$ cat src/lcc_pkg.sv
// Package for the second-level cache configuration block: offsets, fields, timing counts.
//Operation
// RULE1 - Burst addresses follow interleaved order when bit 15 is 0 and linear order when it is 1.
// RULE2 - Cache single and burst writes take 3 and 2 clocks when bit 11 is 0, 2 and 1 when it is 1.
// RULE3 - Each later transfer of a cache burst read waits 1 clock when bit 10 is 0, 2 when it is 1.
// RULE4 - Single and burst read lead-off waits 3 clocks when bit 9 is 0, 2 when it is 1.
// RULE5 - The cache is write-through when bit 8 is 0 and write-back when it is 1.
// RULE6 - Size codes 001 to 101 mean 64 KB to 1 MB; every other code is reserved.
// RULE7 - The SRAM is one bank when bit 4 is 0 and two interleaved banks when it is 1.
// RULE8 - Dirty status comes from the dirty input when bit 3 is 0 and is always dirty when it is 1.
// RULE9 - Bit 2 at 0 gives an 8-bit tag with the shared pin as top tag bit; at 1 a 7-bit tag with that pin as dirty.
// RULE10 - Every lookup hits while bit 1 is 1; tags are compared while it is 0.
// RULE11 - The cache is used only while bit 0 is 1 and bypassed while it is 0.
// RULE12 - The configuration is a 16-bit read/write register that resets to all zeros.
// RULE13 - Software programs only defined size codes and sets size, tag width and interleave before enable; the bench writes all eight codes with enable set.
`default_nettype none

package lcc_pkg;

    localparam logic [11:0] LCC_CFG_OFFSET = 12'h000;
    localparam logic [11:0] LCC_STATUS_OFFSET = 12'h004;
    localparam logic [15:0] LCC_CFG_RESET = 16'h0000;

    localparam int LCC_BURST_ORDER_BIT = 15;
    localparam int LCC_WRITE_FAST_BIT = 11;
    localparam int LCC_BURST_SLOW_BIT = 10;
    localparam int LCC_LEADOFF_FAST_BIT = 9;
    localparam int LCC_WRITE_BACK_BIT = 8;
    localparam int LCC_SIZE_LSB = 5;
    localparam int LCC_INTERLEAVE_BIT = 4;
    localparam int LCC_FORCE_DIRTY_BIT = 3;
    localparam int LCC_TAG7_BIT = 2;
    localparam int LCC_ALWAYS_HIT_BIT = 1;
    localparam int LCC_ENABLE_BIT = 0;
    localparam logic [15:0] LCC_CFG_WMASK = 16'h8FFF;

    localparam logic [2:0] LCC_SIZE_64K = 3'h1;
    localparam logic [2:0] LCC_SIZE_1M = 3'h5;

    // Wait counts in CPU clocks.
    localparam logic [1:0] LCC_WR_SINGLE_SLOW = 2'h3;
    localparam logic [1:0] LCC_WR_SINGLE_FAST = 2'h2;
    localparam logic [1:0] LCC_WR_BURST_SLOW = 2'h2;
    localparam logic [1:0] LCC_WR_BURST_FAST = 2'h1;
    localparam logic [1:0] LCC_RD_NEXT_FAST = 2'h1;
    localparam logic [1:0] LCC_RD_NEXT_SLOW = 2'h2;
    localparam logic [1:0] LCC_LEADOFF_SLOW = 2'h3;
    localparam logic [1:0] LCC_LEADOFF_FAST = 2'h2;

    typedef enum logic [1:0] {
        LCC_IDLE = 2'b00,
        LCC_LEAD = 2'b01,
        LCC_DATA = 2'b11,
        LCC_NEXT = 2'b10
    } lcc_state_t;

    typedef struct packed {
        logic valid;
        logic write;
        logic burst;
        logic [31:0] addr;
    } lcc_req_t;

    typedef struct packed {
        logic linear;
        logic [1:0] wr_single;
        logic [1:0] wr_burst;
        logic [1:0] rd_next;
        logic [1:0] leadoff;
        logic write_back;
        logic [2:0] size;
        logic size_ok;
        logic interleave;
        logic force_dirty;
        logic tag7;
        logic always_hit;
        logic enable;
    } lcc_cfg_t;

endpackage : lcc_pkg

`default_nettype wire

$ cat src/lcc_burst_addr.sv
// Generator of the next CPU burst address in toggle or linear order.
`default_nettype none

module lcc_burst_addr
    import lcc_pkg::*;
(
    // Order and position
    input wire logic linear,
    input wire logic [31:0] start_addr,
    input wire logic [1:0] beat,
    // Address of this beat
    output logic [31:0] beat_addr
);

    // Toggle order XORs the beat into the dword index; linear order adds and wraps.
    always_comb begin
        beat_addr = start_addr;
        if (linear) begin
            beat_addr[3:2] = 2'(start_addr[3:2] + beat); // RULE1
        end else begin
            beat_addr[3:2] = start_addr[3:2] ^ beat; // RULE1
        end
    end

endmodule : lcc_burst_addr

`default_nettype wire

$ cat src/lcc_decode.sv
// Decoder that turns the raw configuration word into timing and mode settings.
`default_nettype none

module lcc_decode
    import lcc_pkg::*;
(
    // Raw register
    input wire logic [15:0] cfg_word,
    // Decoded settings
    output lcc_pkg::lcc_cfg_t cfg
);

    always_comb begin
        cfg.linear = cfg_word[LCC_BURST_ORDER_BIT]; // RULE1
        cfg.wr_single = cfg_word[LCC_WRITE_FAST_BIT] ? LCC_WR_SINGLE_FAST
                                                      : LCC_WR_SINGLE_SLOW; // RULE2
        cfg.wr_burst = cfg_word[LCC_WRITE_FAST_BIT] ? LCC_WR_BURST_FAST
                                                     : LCC_WR_BURST_SLOW; // RULE2
        cfg.rd_next = cfg_word[LCC_BURST_SLOW_BIT] ? LCC_RD_NEXT_SLOW
                                                    : LCC_RD_NEXT_FAST; // RULE3
        cfg.leadoff = cfg_word[LCC_LEADOFF_FAST_BIT] ? LCC_LEADOFF_FAST
                                                      : LCC_LEADOFF_SLOW; // RULE4
        cfg.write_back = cfg_word[LCC_WRITE_BACK_BIT]; // RULE5
        cfg.size = cfg_word[LCC_SIZE_LSB +: 3];
        cfg.size_ok = (cfg.size >= LCC_SIZE_64K) && (cfg.size <= LCC_SIZE_1M); // RULE6
        cfg.interleave = cfg_word[LCC_INTERLEAVE_BIT]; // RULE7
        cfg.force_dirty = cfg_word[LCC_FORCE_DIRTY_BIT]; // RULE8
        cfg.tag7 = cfg_word[LCC_TAG7_BIT]; // RULE9
        cfg.always_hit = cfg_word[LCC_ALWAYS_HIT_BIT]; // RULE10
        cfg.enable = cfg_word[LCC_ENABLE_BIT]; // RULE11
    end

endmodule : lcc_decode

`default_nettype wire

$ cat src/lcc_top.sv
// Second-level cache configuration register with APB access and cache cycle timing.
//
// Added by the designer: the APB slave port and the placing of the registers.
`default_nettype none

module lcc_top
    import lcc_pkg::*;
(
    // Clock and reset
    input wire logic pclk,
    input wire logic presetn,
    // APB slave
    input wire logic psel,
    input wire logic penable,
    input wire logic pwrite,
    input wire logic [11:0] paddr,
    input wire logic [31:0] pwdata,
    output logic [31:0] prdata,
    output logic pready,
    output logic pslverr,
    // CPU cycle request, same clock
    input wire lcc_pkg::lcc_req_t cpu_req,
    // Cache pins
    input wire logic tag_top_bit_input,
    input wire logic [6:0] tag_ram_in,
    // Cycle results
    output logic cache_used,
    output logic cache_hit,
    output logic line_dirty,
    output logic cycle_ready,
    output logic cycle_done,
    output logic [31:0] burst_addr,
    output logic bank_sel,
    output logic write_back_mode
);

    logic [15:0] cfg_reg, cfg_next;
    lcc_cfg_t cfg;
    logic [1:0] pin_sync1_reg, pin_sync2_reg;
    logic [1:0] pin_sync1_next;
    logic [6:0] tag_sync1_reg, tag_sync2_reg;
    logic [31:0] prdata_reg, prdata_next;
    logic pslverr_reg, pslverr_next;
    logic pready_reg, pready_next;
    lcc_state_t state_reg, state_next;
    logic [1:0] wait_reg, wait_next;
    logic [1:0] beat_reg, beat_next;
    logic [31:0] addr_reg, addr_next;
    logic write_reg, write_next, burst_reg, burst_next;
    logic [6:0] tag_hold_reg, tag_hold_next;
    logic used_reg, used_next, hit_reg, hit_next, dirty_reg, dirty_next;
    logic ready_reg, ready_next, done_reg, done_next;
    logic [31:0] beat_addr;
    logic [31:0] baddr_reg;
    logic bank_reg, wb_reg;

    lcc_decode u_decode (
        .cfg_word(cfg_reg),
        .cfg(cfg)
    );

    lcc_burst_addr u_burst (
        .linear(cfg.linear),
        .start_addr(addr_reg),
        .beat(beat_reg),
        .beat_addr(beat_addr)
    );

    function automatic logic [1:0] first_wait(input logic wr, input logic [1:0] lead,
                                              input logic [1:0] wsingle, input logic [1:0] wburst,
                                              input logic bst);
        if (wr) begin
            first_wait = bst ? wburst : wsingle;
        end else begin
            first_wait = lead;
        end
    endfunction : first_wait

    // APB access: one wait-free access phase, answer registered on the setup cycle.
    always_comb begin
        cfg_next = cfg_reg;
        prdata_next = prdata_reg;
        pslverr_next = 1'b0;
        pready_next = 1'b0;
        if (psel && !penable) begin
            pready_next = 1'b1;
            prdata_next = 32'h0000_0000;
            if (paddr == LCC_CFG_OFFSET) begin
                prdata_next = {16'h0000, cfg_reg};
            end else if (paddr == LCC_STATUS_OFFSET) begin
                prdata_next = {24'h000000, cfg.size_ok, 2'b00, state_reg, used_reg,
                               hit_reg, dirty_reg};
                pslverr_next = pwrite;
            end else begin
                pslverr_next = 1'b1;
            end
        end
        // The write lands at the access edge, where the master samples pready high.
        if (psel && penable && pready_reg && pwrite && paddr == LCC_CFG_OFFSET) begin
            // Reserved bits 14:12 stay zero.
            cfg_next = pwdata[15:0] & LCC_CFG_WMASK; // RULE12
        end
    end

    // The register changes at the access-phase edge only, as the master expects.
    always_ff @(posedge pclk or negedge presetn) begin
        if (!presetn) begin
            cfg_reg <= LCC_CFG_RESET; // RULE12
            prdata_reg <= 32'h0000_0000;
            pslverr_reg <= 1'b0;
            pready_reg <= 1'b0;
        end else begin
            cfg_reg <= cfg_next;
            prdata_reg <= prdata_next;
            pslverr_reg <= pslverr_next;
            pready_reg <= pready_next;
        end
    end

    // The shared pin and tag pins come from off-chip SRAM and are synchronised first.
    always_comb begin
        pin_sync1_next = {tag_top_bit_input, 1'b0};
    end

    always_ff @(posedge pclk or negedge presetn) begin
        if (!presetn) begin
            pin_sync1_reg <= 2'b00;
            pin_sync2_reg <= 2'b00;
            tag_sync1_reg <= 7'h00;
            tag_sync2_reg <= 7'h00;
        end else begin
            pin_sync1_reg <= pin_sync1_next;
            pin_sync2_reg <= pin_sync1_reg;
            tag_sync1_reg <= tag_ram_in;
            tag_sync2_reg <= tag_sync1_reg;
        end
    end

    // Cycle engine: lead-off or first write wait, data strobe, then per-beat wait.
    always_comb begin
        state_next = state_reg;
        wait_next = wait_reg;
        beat_next = beat_reg;
        addr_next = addr_reg;
        write_next = write_reg;
        burst_next = burst_reg;
        tag_hold_next = tag_hold_reg;
        used_next = used_reg;
        hit_next = hit_reg;
        dirty_next = dirty_reg;
        ready_next = 1'b0;
        done_next = 1'b0;
        case (state_reg)
            LCC_IDLE: begin
                if (cpu_req.valid) begin
                    addr_next = cpu_req.addr;
                    write_next = cpu_req.write;
                    burst_next = cpu_req.burst;
                    beat_next = 2'h0;
                    used_next = cfg.enable && cfg.size_ok; // RULE11 RULE6
                    tag_hold_next = cpu_req.addr[25:19];
                    wait_next = first_wait(cpu_req.write, cfg.leadoff, cfg.wr_single,
                                           cfg.wr_burst, cpu_req.burst); // RULE2 RULE4
                    state_next = LCC_LEAD;
                end
            end
            LCC_LEAD: begin
                if (used_reg) begin
                    if (cfg.always_hit) begin
                        hit_next = 1'b1; // RULE10
                    end else if (cfg.tag7) begin
                        hit_next = (tag_sync2_reg == tag_hold_reg); // RULE9
                    end else begin
                        hit_next = (tag_sync2_reg == tag_hold_reg) &&
                                   (pin_sync2_reg[1] == addr_reg[26]); // RULE9
                    end
                end else begin
                    hit_next = 1'b0; // RULE11
                end
                if (cfg.force_dirty) begin
                    dirty_next = used_reg; // RULE8
                end else begin
                    dirty_next = used_reg && cfg.tag7 && pin_sync2_reg[1]; // RULE8 RULE9
                end
                if (wait_reg <= 2'h1) begin
                    state_next = LCC_DATA;
                end else begin
                    wait_next = 2'(wait_reg - 2'h1);
                end
            end
            LCC_DATA: begin
                ready_next = 1'b1;
                if (!burst_reg || beat_reg == 2'h3) begin
                    done_next = 1'b1;
                    state_next = LCC_IDLE;
                end else begin
                    beat_next = 2'(beat_reg + 2'h1);
                    wait_next = write_reg ? cfg.wr_burst : cfg.rd_next; // RULE2 RULE3
                    state_next = (wait_next == 2'h1) ? LCC_DATA : LCC_NEXT;
                end
            end
            LCC_NEXT: begin
                if (wait_reg <= 2'h2) begin
                    state_next = LCC_DATA;
                end else begin
                    wait_next = 2'(wait_reg - 2'h1);
                end
            end
            default: begin
                state_next = LCC_IDLE;
            end
        endcase
    end

    always_ff @(posedge pclk or negedge presetn) begin
        if (!presetn) begin
            state_reg <= LCC_IDLE;
            wait_reg <= 2'h0;
            beat_reg <= 2'h0;
            addr_reg <= 32'h0000_0000;
            write_reg <= 1'b0;
            burst_reg <= 1'b0;
            tag_hold_reg <= 7'h00;
            used_reg <= 1'b0;
            hit_reg <= 1'b0;
            dirty_reg <= 1'b0;
            ready_reg <= 1'b0;
            done_reg <= 1'b0;
            baddr_reg <= 32'h0000_0000;
            bank_reg <= 1'b0;
            wb_reg <= 1'b0;
        end else begin
            state_reg <= state_next;
            wait_reg <= wait_next;
            beat_reg <= beat_next;
            addr_reg <= addr_next;
            write_reg <= write_next;
            burst_reg <= burst_next;
            tag_hold_reg <= tag_hold_next;
            used_reg <= used_next;
            hit_reg <= hit_next;
            dirty_reg <= dirty_next;
            ready_reg <= ready_next;
            done_reg <= done_next;
            baddr_reg <= beat_addr;
            bank_reg <= cfg.interleave & beat_addr[2]; // RULE7
            wb_reg <= cfg.write_back; // RULE5
        end
    end

    assign prdata = prdata_reg;
    assign pready = pready_reg;
    assign pslverr = pslverr_reg;
    assign cache_used = used_reg;
    assign cache_hit = hit_reg;
    assign line_dirty = dirty_reg;
    assign cycle_ready = ready_reg;
    assign cycle_done = done_reg;
    assign burst_addr = baddr_reg;
    assign bank_sel = bank_reg;
    assign write_back_mode = wb_reg;

    AST_RESET_ZERO: assert property (@(posedge pclk) $rose(presetn) |-> cfg_reg == 16'h0000)
        else $error("config not zero after reset"); // RULE12
    AST_DISABLED_MISS: assert property (@(posedge pclk) disable iff (!presetn)
        (state_reg == LCC_LEAD && !used_reg) |=> !hit_reg)
        else $error("hit while cache bypassed"); // RULE11
    AST_ALWAYS_HIT: assert property (@(posedge pclk) disable iff (!presetn)
        (state_reg == LCC_LEAD && used_reg && cfg.always_hit) |=> hit_reg)
        else $error("test mode did not hit"); // RULE10
    AST_FORCE_DIRTY: assert property (@(posedge pclk) disable iff (!presetn)
        (state_reg == LCC_LEAD && used_reg && cfg.force_dirty) |=> dirty_reg)
        else $error("forced dirty not seen"); // RULE8
    AST_WB_MODE: assert property (@(posedge pclk) disable iff (!presetn)
        ##1 write_back_mode == $past(cfg_reg[LCC_WRITE_BACK_BIT]))
        else $error("policy output wrong"); // RULE5
    AST_BANK_SINGLE: assert property (@(posedge pclk) disable iff (!presetn)
        !cfg.interleave |=> !bank_sel)
        else $error("bank select in single-bank mode"); // RULE7
    AST_LEAD_SLOW: assert property (@(posedge pclk) disable iff (!presetn)
        (state_reg == LCC_IDLE && cpu_req.valid && !cpu_req.write && cfg.leadoff[0]
         && !psel) |=> ##4 cycle_ready)
        else $error("lead-off not three clocks"); // RULE4
    AST_BURST_ORDER: assert property (@(posedge pclk) disable iff (!presetn)
        !cfg.linear |=> burst_addr[3:2] == ($past(addr_reg[3:2]) ^ $past(beat_reg)))
        else $error("toggle order wrong"); // RULE1
    AST_SIZE_USE: assert property (@(posedge pclk) disable iff (!presetn)
        (state_reg == LCC_IDLE && cpu_req.valid && !cfg.size_ok) |=> !cache_used)
        else $error("reserved size used"); // RULE6

endmodule : lcc_top

`default_nettype wire

$ cat config.mk
export PLATFORM = sky130hd
export DESIGN_NAME = lcc_top
export DESIGN_NICKNAME = d
export VERILOG_FILES = /design/src/lcc_pkg.sv /design/src/lcc_burst_addr.sv /design/src/lcc_decode.sv /design/src/lcc_top.sv
export SDC_FILE = /design/constraint.sdc
export NUM_CORES = 1
export LEC_CHECK = 0
export BUFFER_PORTS_ARGS = -buffer_cell sky130_fd_sc_hd__buf_4
export CORE_MARGIN = 5
export CORE_UTILIZATION = 40
export CTS_CLUSTER_DIAMETER = 40
export CTS_CLUSTER_SIZE = 14
export DETAILED_ROUTE_END_ITERATION = 7
export PLACE_DENSITY = 0.77
export SLEW_MARGIN = 20
export SYNTH_ARGS = -nofsm -noshare
export SYNTH_HDL_FRONTEND = slang
export SYNTH_SLANG_ARGS = --single-unit
$ cat constraint.sdc
create_clock -name pclk -period 4.4 [get_ports pclk]
set_input_delay 0.44 -clock pclk [delete_from_list [all_inputs] [get_ports pclk]]
set_output_delay 0.44 -clock pclk [all_outputs]
set_load 0.05 [all_outputs]
; Word-level counts from Yosys, hierarchy flattened
; Index checks and enable logic that the tools add are counted.
[totals]
output_inout_bits = 73
input_bits = 92
register_bits = 149
[classes]
muxes = 35
add_sub_neg = 3
bitwise_logic = 2
eq_ne = 14
order_cmp = 4
reduce_logical = 20
[ops]
columns = op, n
row1 = $mux 2, 16
row2 = $mux 16, 1
row3 = $pmux 2 s4, 2
row4 = $mux 1, 14
row5 = $eq 12x3->1 const B, 1
row6 = $logic_not 12->1, 1
row7 = $ne 2x2->1 const B, 6
row8 = $logic_and 1x1->1, 10
row9 = $mux 8, 1
row10 = $eq 7x7->1, 1
row11 = $eq 2x2->1 const B, 3
row12 = $reduce_and 3->1, 2
row13 = $eq 2x1->1 const B, 2
row14 = $pmux 2 s2, 1
row15 = $reduce_and 4->1, 1
row16 = $ge 3x1->1 const B, 1
row17 = $le 3x3->1 const B, 1
row18 = $add 2x1->2 const B, 1
row19 = $add 2x2->2, 1
row20 = $le 2x1->1 const B, 1
row21 = $le 2x2->1 const B, 1
row22 = $logic_not 1->1, 2
row23 = $logic_not 2->1, 1
row24 = $reduce_and 2->1, 1
row25 = other kinds (6), 6

; Logic depth before layout (Yosys ltp)
[depth]
word_depth = 6
ltp_mapped = 6

; By module
; A second synthesis with hierarchy kept.
[hier_totals]
cells_unflattened = 371
area_unflattened_um2 = 5081.1
[by_module_without_submodules]
columns = module, area_per_inst_um2, cells_per_inst, instances, seq_area_each_um2
row1 = lcc_top, 4684.5, 316, 1, 3078.0
row2 = lcc_burst_addr, 259.0, 34, 1, 0.0
row3 = lcc_decode, 137.6, 21, 1, 0.0

; Worst setup path before layout
; Ideal clock, no wire load.
[synth_path]
kind = input-to-reg
from = input port paddr[7]
to = register cfg_reg[10]
slack_ns = 2.445
t_arrival_ns = 1.830
path_buffers = 1
path_stages = 5
cell_sequence = or4_4 -> nand4bb_4 -> nor2_4 -> buf_12 -> mux2_4
[synth_via]
elab_chain_cells = 2
[synth_rtl]
columns = item, line
row1 = "start, declared", lcc_top.sv:16  ; input wire logic [11:0] paddr,
row2 = $logic_not 12->1, lcc_top.sv:99  ; if (psel && penable && pready_reg && pwrite && paddr == LCC_CFG_OFFSET) begin
row3 = $logic_and 1x1->1, lcc_top.sv:99
row4 = "end signal, assigned", lcc_top.sv:113  ; cfg_reg <= cfg_next;
row5 = "end, declared", lcc_top.sv:37  ; logic [15:0] cfg_reg, cfg_next;
; No other way between the ends.
; A chain may end at the register's enable or synchronous reset.

; Worst setup path after layout
[layout_path]
from = register beat_reg[0]
to = register wait_reg[0]
[layout_via]
elab_chain_cells = 4
[layout_rtl]
columns = item, line
row1 = "start, declared", lcc_top.sv:47  ; logic [1:0] beat_reg, beat_next;
row2 = "start signal, assigned", lcc_top.sv:235  ; beat_reg <= beat_next;
row3 = $eq 2x2->1, lcc_top.sv:193  ; if (!burst_reg || beat_reg == 2'h3) begin
row4 = $logic_or 1x1->1, lcc_top.sv:193
row5 = $ne 2x2->1 (no line), -
row6 = $reduce_and 4->1 (no line), -
row7 = "end signal, assigned", lcc_top.sv:234  ; wait_reg <= wait_next;
row8 = "end, declared", lcc_top.sv:46  ; logic [1:0] wait_reg, wait_next;
; No other way between the ends.

==> flow_metrics.py <==
metrics = {
    "detailed_routing": {
        "dr.first_iter.drc_count": 74,
        "finalWirelength_um": 9425,
        "maxUsedRoutingLayer": "met4",
        "wl_met2_um": 4829,
        "vias": 2919,
        "drc": 0,
        "drt-met1-wl_um": 3668,
        "antenna_left": 0,
        "via_per_inst": 4.731,
        "wl_met3_um": 743,
        "wl_per_cell_um": 15.28,
        "dr.pass1.iters": 4,
    },
    "final_layout": {
        "syn2layout_area_growth_pct": 34.67,
        "antenna_cells": 0,
        "nets": 563,
        "final_core_util_pct": 55.26,
        "layout-drive-gt1-share_pct": 45.57,
    },
    "synthesis": {
        "avgSynthCellArea_um2": 14.52,
        "ys.flop_type": "dfrtp_1",
        "ys_types": 41,
        "ys_seq_area_share_pct": 65.41,
        "synth-seq-cells": 123,
        "postSynthCellCount": 324,
        "synth_warnings": 0,
        "synthesis.area_um2": 4706,
        "synth_enable_flop_cells": 0,
        "ys_async_sr_fraction_pct": 100.0,
    },
    "timing": {
        "skew_ps": 4.119,
        "final.min_clock_period_ps": 2226,
        "setup_violations": 0,
        "fin_crit_sh_pct": 50.59,
        "max_slew.worst_pin.slew_ps": 918.5,
        "finalSetupTns_ps": 0,
        "hold_viol_final": 0,
        "slew_headroom_pct": 38.55,
        "fmax_ghz": 0.4492,
        "slew_violations": 0,
        "rsz0062_at_grt": "false",
    },
    "floorplanning": {
        "die-area_um2": 14030,
        "initial_core_util_pct": 41.04,
        "fp.dieW_um": 118.5,
        "fp-row-count": 39,
        "core_area_um2": 11470,
        "pin_count": 165,
        "die_h_um": 118.5,
    },
    "clocking": {
        "clkLatencyLatePin_ps": 410,
        "numCtsBuffers": 17,
        "cts_tree": "built",
        "path_clk_slew_ps": 60,
        "h-tree-depth": 4,
        "root_buffer": "clkbuf_16",
        "cts_setup_buffers": 0,
        "clock_path_buffers": 2,
        "clock_sinks": 123,
    },
    "placed_design": {
        "io_buffers": 126,
        "hpwlAfterDp_um": 6802,
        "gp_congestion": 0.7904,
    },
    "hold_path": {
        "hp-class": "input port to register",
    },
    "power": {
        "p_leak_nw": 3.068,
        "cellPowerDensity_nw_per_um2": 731.7,
        "ir_drop_v": 0.0004194,
    },
    "setup_path": {
        "crit_chain": "ha_1 > nor2b_1 > nor2_1 > or4_1 > mux2_2",
        "crit_type": "register to register",
        "crit_arrival_ps": 2520,
        "slowest_stage": "or4_1",
        "critPathRequiredTime_ps": 4690,
        "critPathMaxFanout": 8,
        "cpPeakStageDelay_ps": 600,
        "crit_path_start_kind": "register",
        "cp-end-kind": "register",
    },
    "global_routing": {
        "track_usage_pct": 14.23,
        "grt_max_degree": 49,
        "grt_pass1_wl_um": 15860,
        "grt_overflow": 0,
        "antenna_found_initial": 0,
        "first_global_vias": 3229,
    },
    "flow_run": {
        "drv_cap": 0,
    },
    "outcome": {
        "status": "completed",
    },
}
==> cells in the final DEF (no fill, tap or decap), types with 2 or more instances in the layout <==
cell type	instances
mux2i_1	6
inv_1	7
a21oi_1	7
clkbuf_16	17
bufinv_16	3
clkinv_2	3
dfrtp_1	123
conb_1	19
mux2_4	10
buf_4	128
clkinv_4	2
nand2_1	20
a22o_1	7
nand3_1	6
o21ai_0	13
xnor2_1	6
nand4_1	2
ha_1	10
inv_6	2
xor2_1	4
a221o_1	2
nor3_1	3
nor2_1	4
clkinvlp_4	4
nor2b_1	6
mux2_2	39
==> kinds of logic after synthesis <==
kind of cell / after synthesis / synth area share, %
buffers and inverters: 36 / 4.759
AND/OR/NAND/NOR: 53 / 6.382
multiplexers: 55 / 13.80
XOR/XNOR: 10 / 1.861
other: 1 / 0.07969
adder cells (fa/ha/maj): 10 / 2.659
flip-flops: 123 / 65.41
AO/OA/AOI/OAI: 36 / 5.052
==> Yosys cell counts (all sizes together), types with 2 or more instances <==
cell	number	share of area (%)
a21oi	7	0.74
ha	10	2.7
xnor2	6	1.1
nand4	2	0.27
nand2	21	1.7
a221o	2	0.43
mux2i	6	1.3
nor2	5	0.56
clkbuf	9	0.74
nor2b	6	0.80
a22o	7	1.3
o21ai	13	1.4
or4	2	0.40
nor3	3	0.32
xor2	4	0.74
nor4	2	0.40
nand3	6	0.64
inv	7	0.56
dfrtp	123	65
buf	20	3.5
mux2	49	13
==> metal layers <==
layer / up-vias / track usage (%)
met5: - / 0
met4: 0 / 5.953
met3: 13 / 6.113
met2: 101 / 23.24
met1: 1447 / 16.45
li1: 1358 / -
==> layout make-up <==
class | count | area [µm²]
fill | 943 | 5130
sequential | 123 | 3078
tap | 143 | 178.9
inverter | 7 | 26.28
clock inverter | 14 | 170.2
clock buffer | 18 | 439.2
timing repair buffer | 129 | 970.9
multi-input combinational | 183 | 1474
==> per-stage QoR <==
stage               hold slack, ps  instance area, µm²  power, mW  instances  setup slack, ps
CTS                          113.3                6337      4.701        617             2185
floorplan                    144.4                4773      2.778        342             2445
detailed placement           336.2                5718      3.263        584             2044
global route                 111.7                6337      4.882        617             2048
global placement             333.5                5718      3.211        584             2082
finish                       137.5                6337      4.637        617             2174
==> worst paths after layout <==
check                                    to  slack [ps]  cells past startpoint        startpoint
setup / recovery                wait_reg[0]        2170                      5       beat_reg[0]
hold / removal             tag_sync1_reg[3]         140                      1     tag_ram_in[3]
setup reg to reg                wait_reg[0]        2170                      5       beat_reg[0]
hold reg to reg            tag_sync2_reg[2]         350                      0  tag_sync1_reg[2]
max in group asynchronous           pslverr        2930                      3           presetn
min in group asynchronous      addr_reg[10]         520                      2           presetn
==> worst max-delay path: cells and delay by family, from the launching register on <==
family,cells,cell delay [ps]
mux,1,300
fa+ha+maj,1,230
simple gates,3,1150
flops,1,440
==> repair_timing <==
action / 4_1_cts / 5_1_grt
hold endpoints to repair: 33 / 0
gates resized for setup: 0 / 0
hold buffers: 1 / 0
==> report_power, final <==
part	switching [mW]	total [mW]	internal (mW)
logic	0.991	1.57	0.574
registers	0.176	1.67	1.49
clock network	0.500	1.41	0.906
total	1.67	4.64	2.97
(Power assumes the default switching activity.)
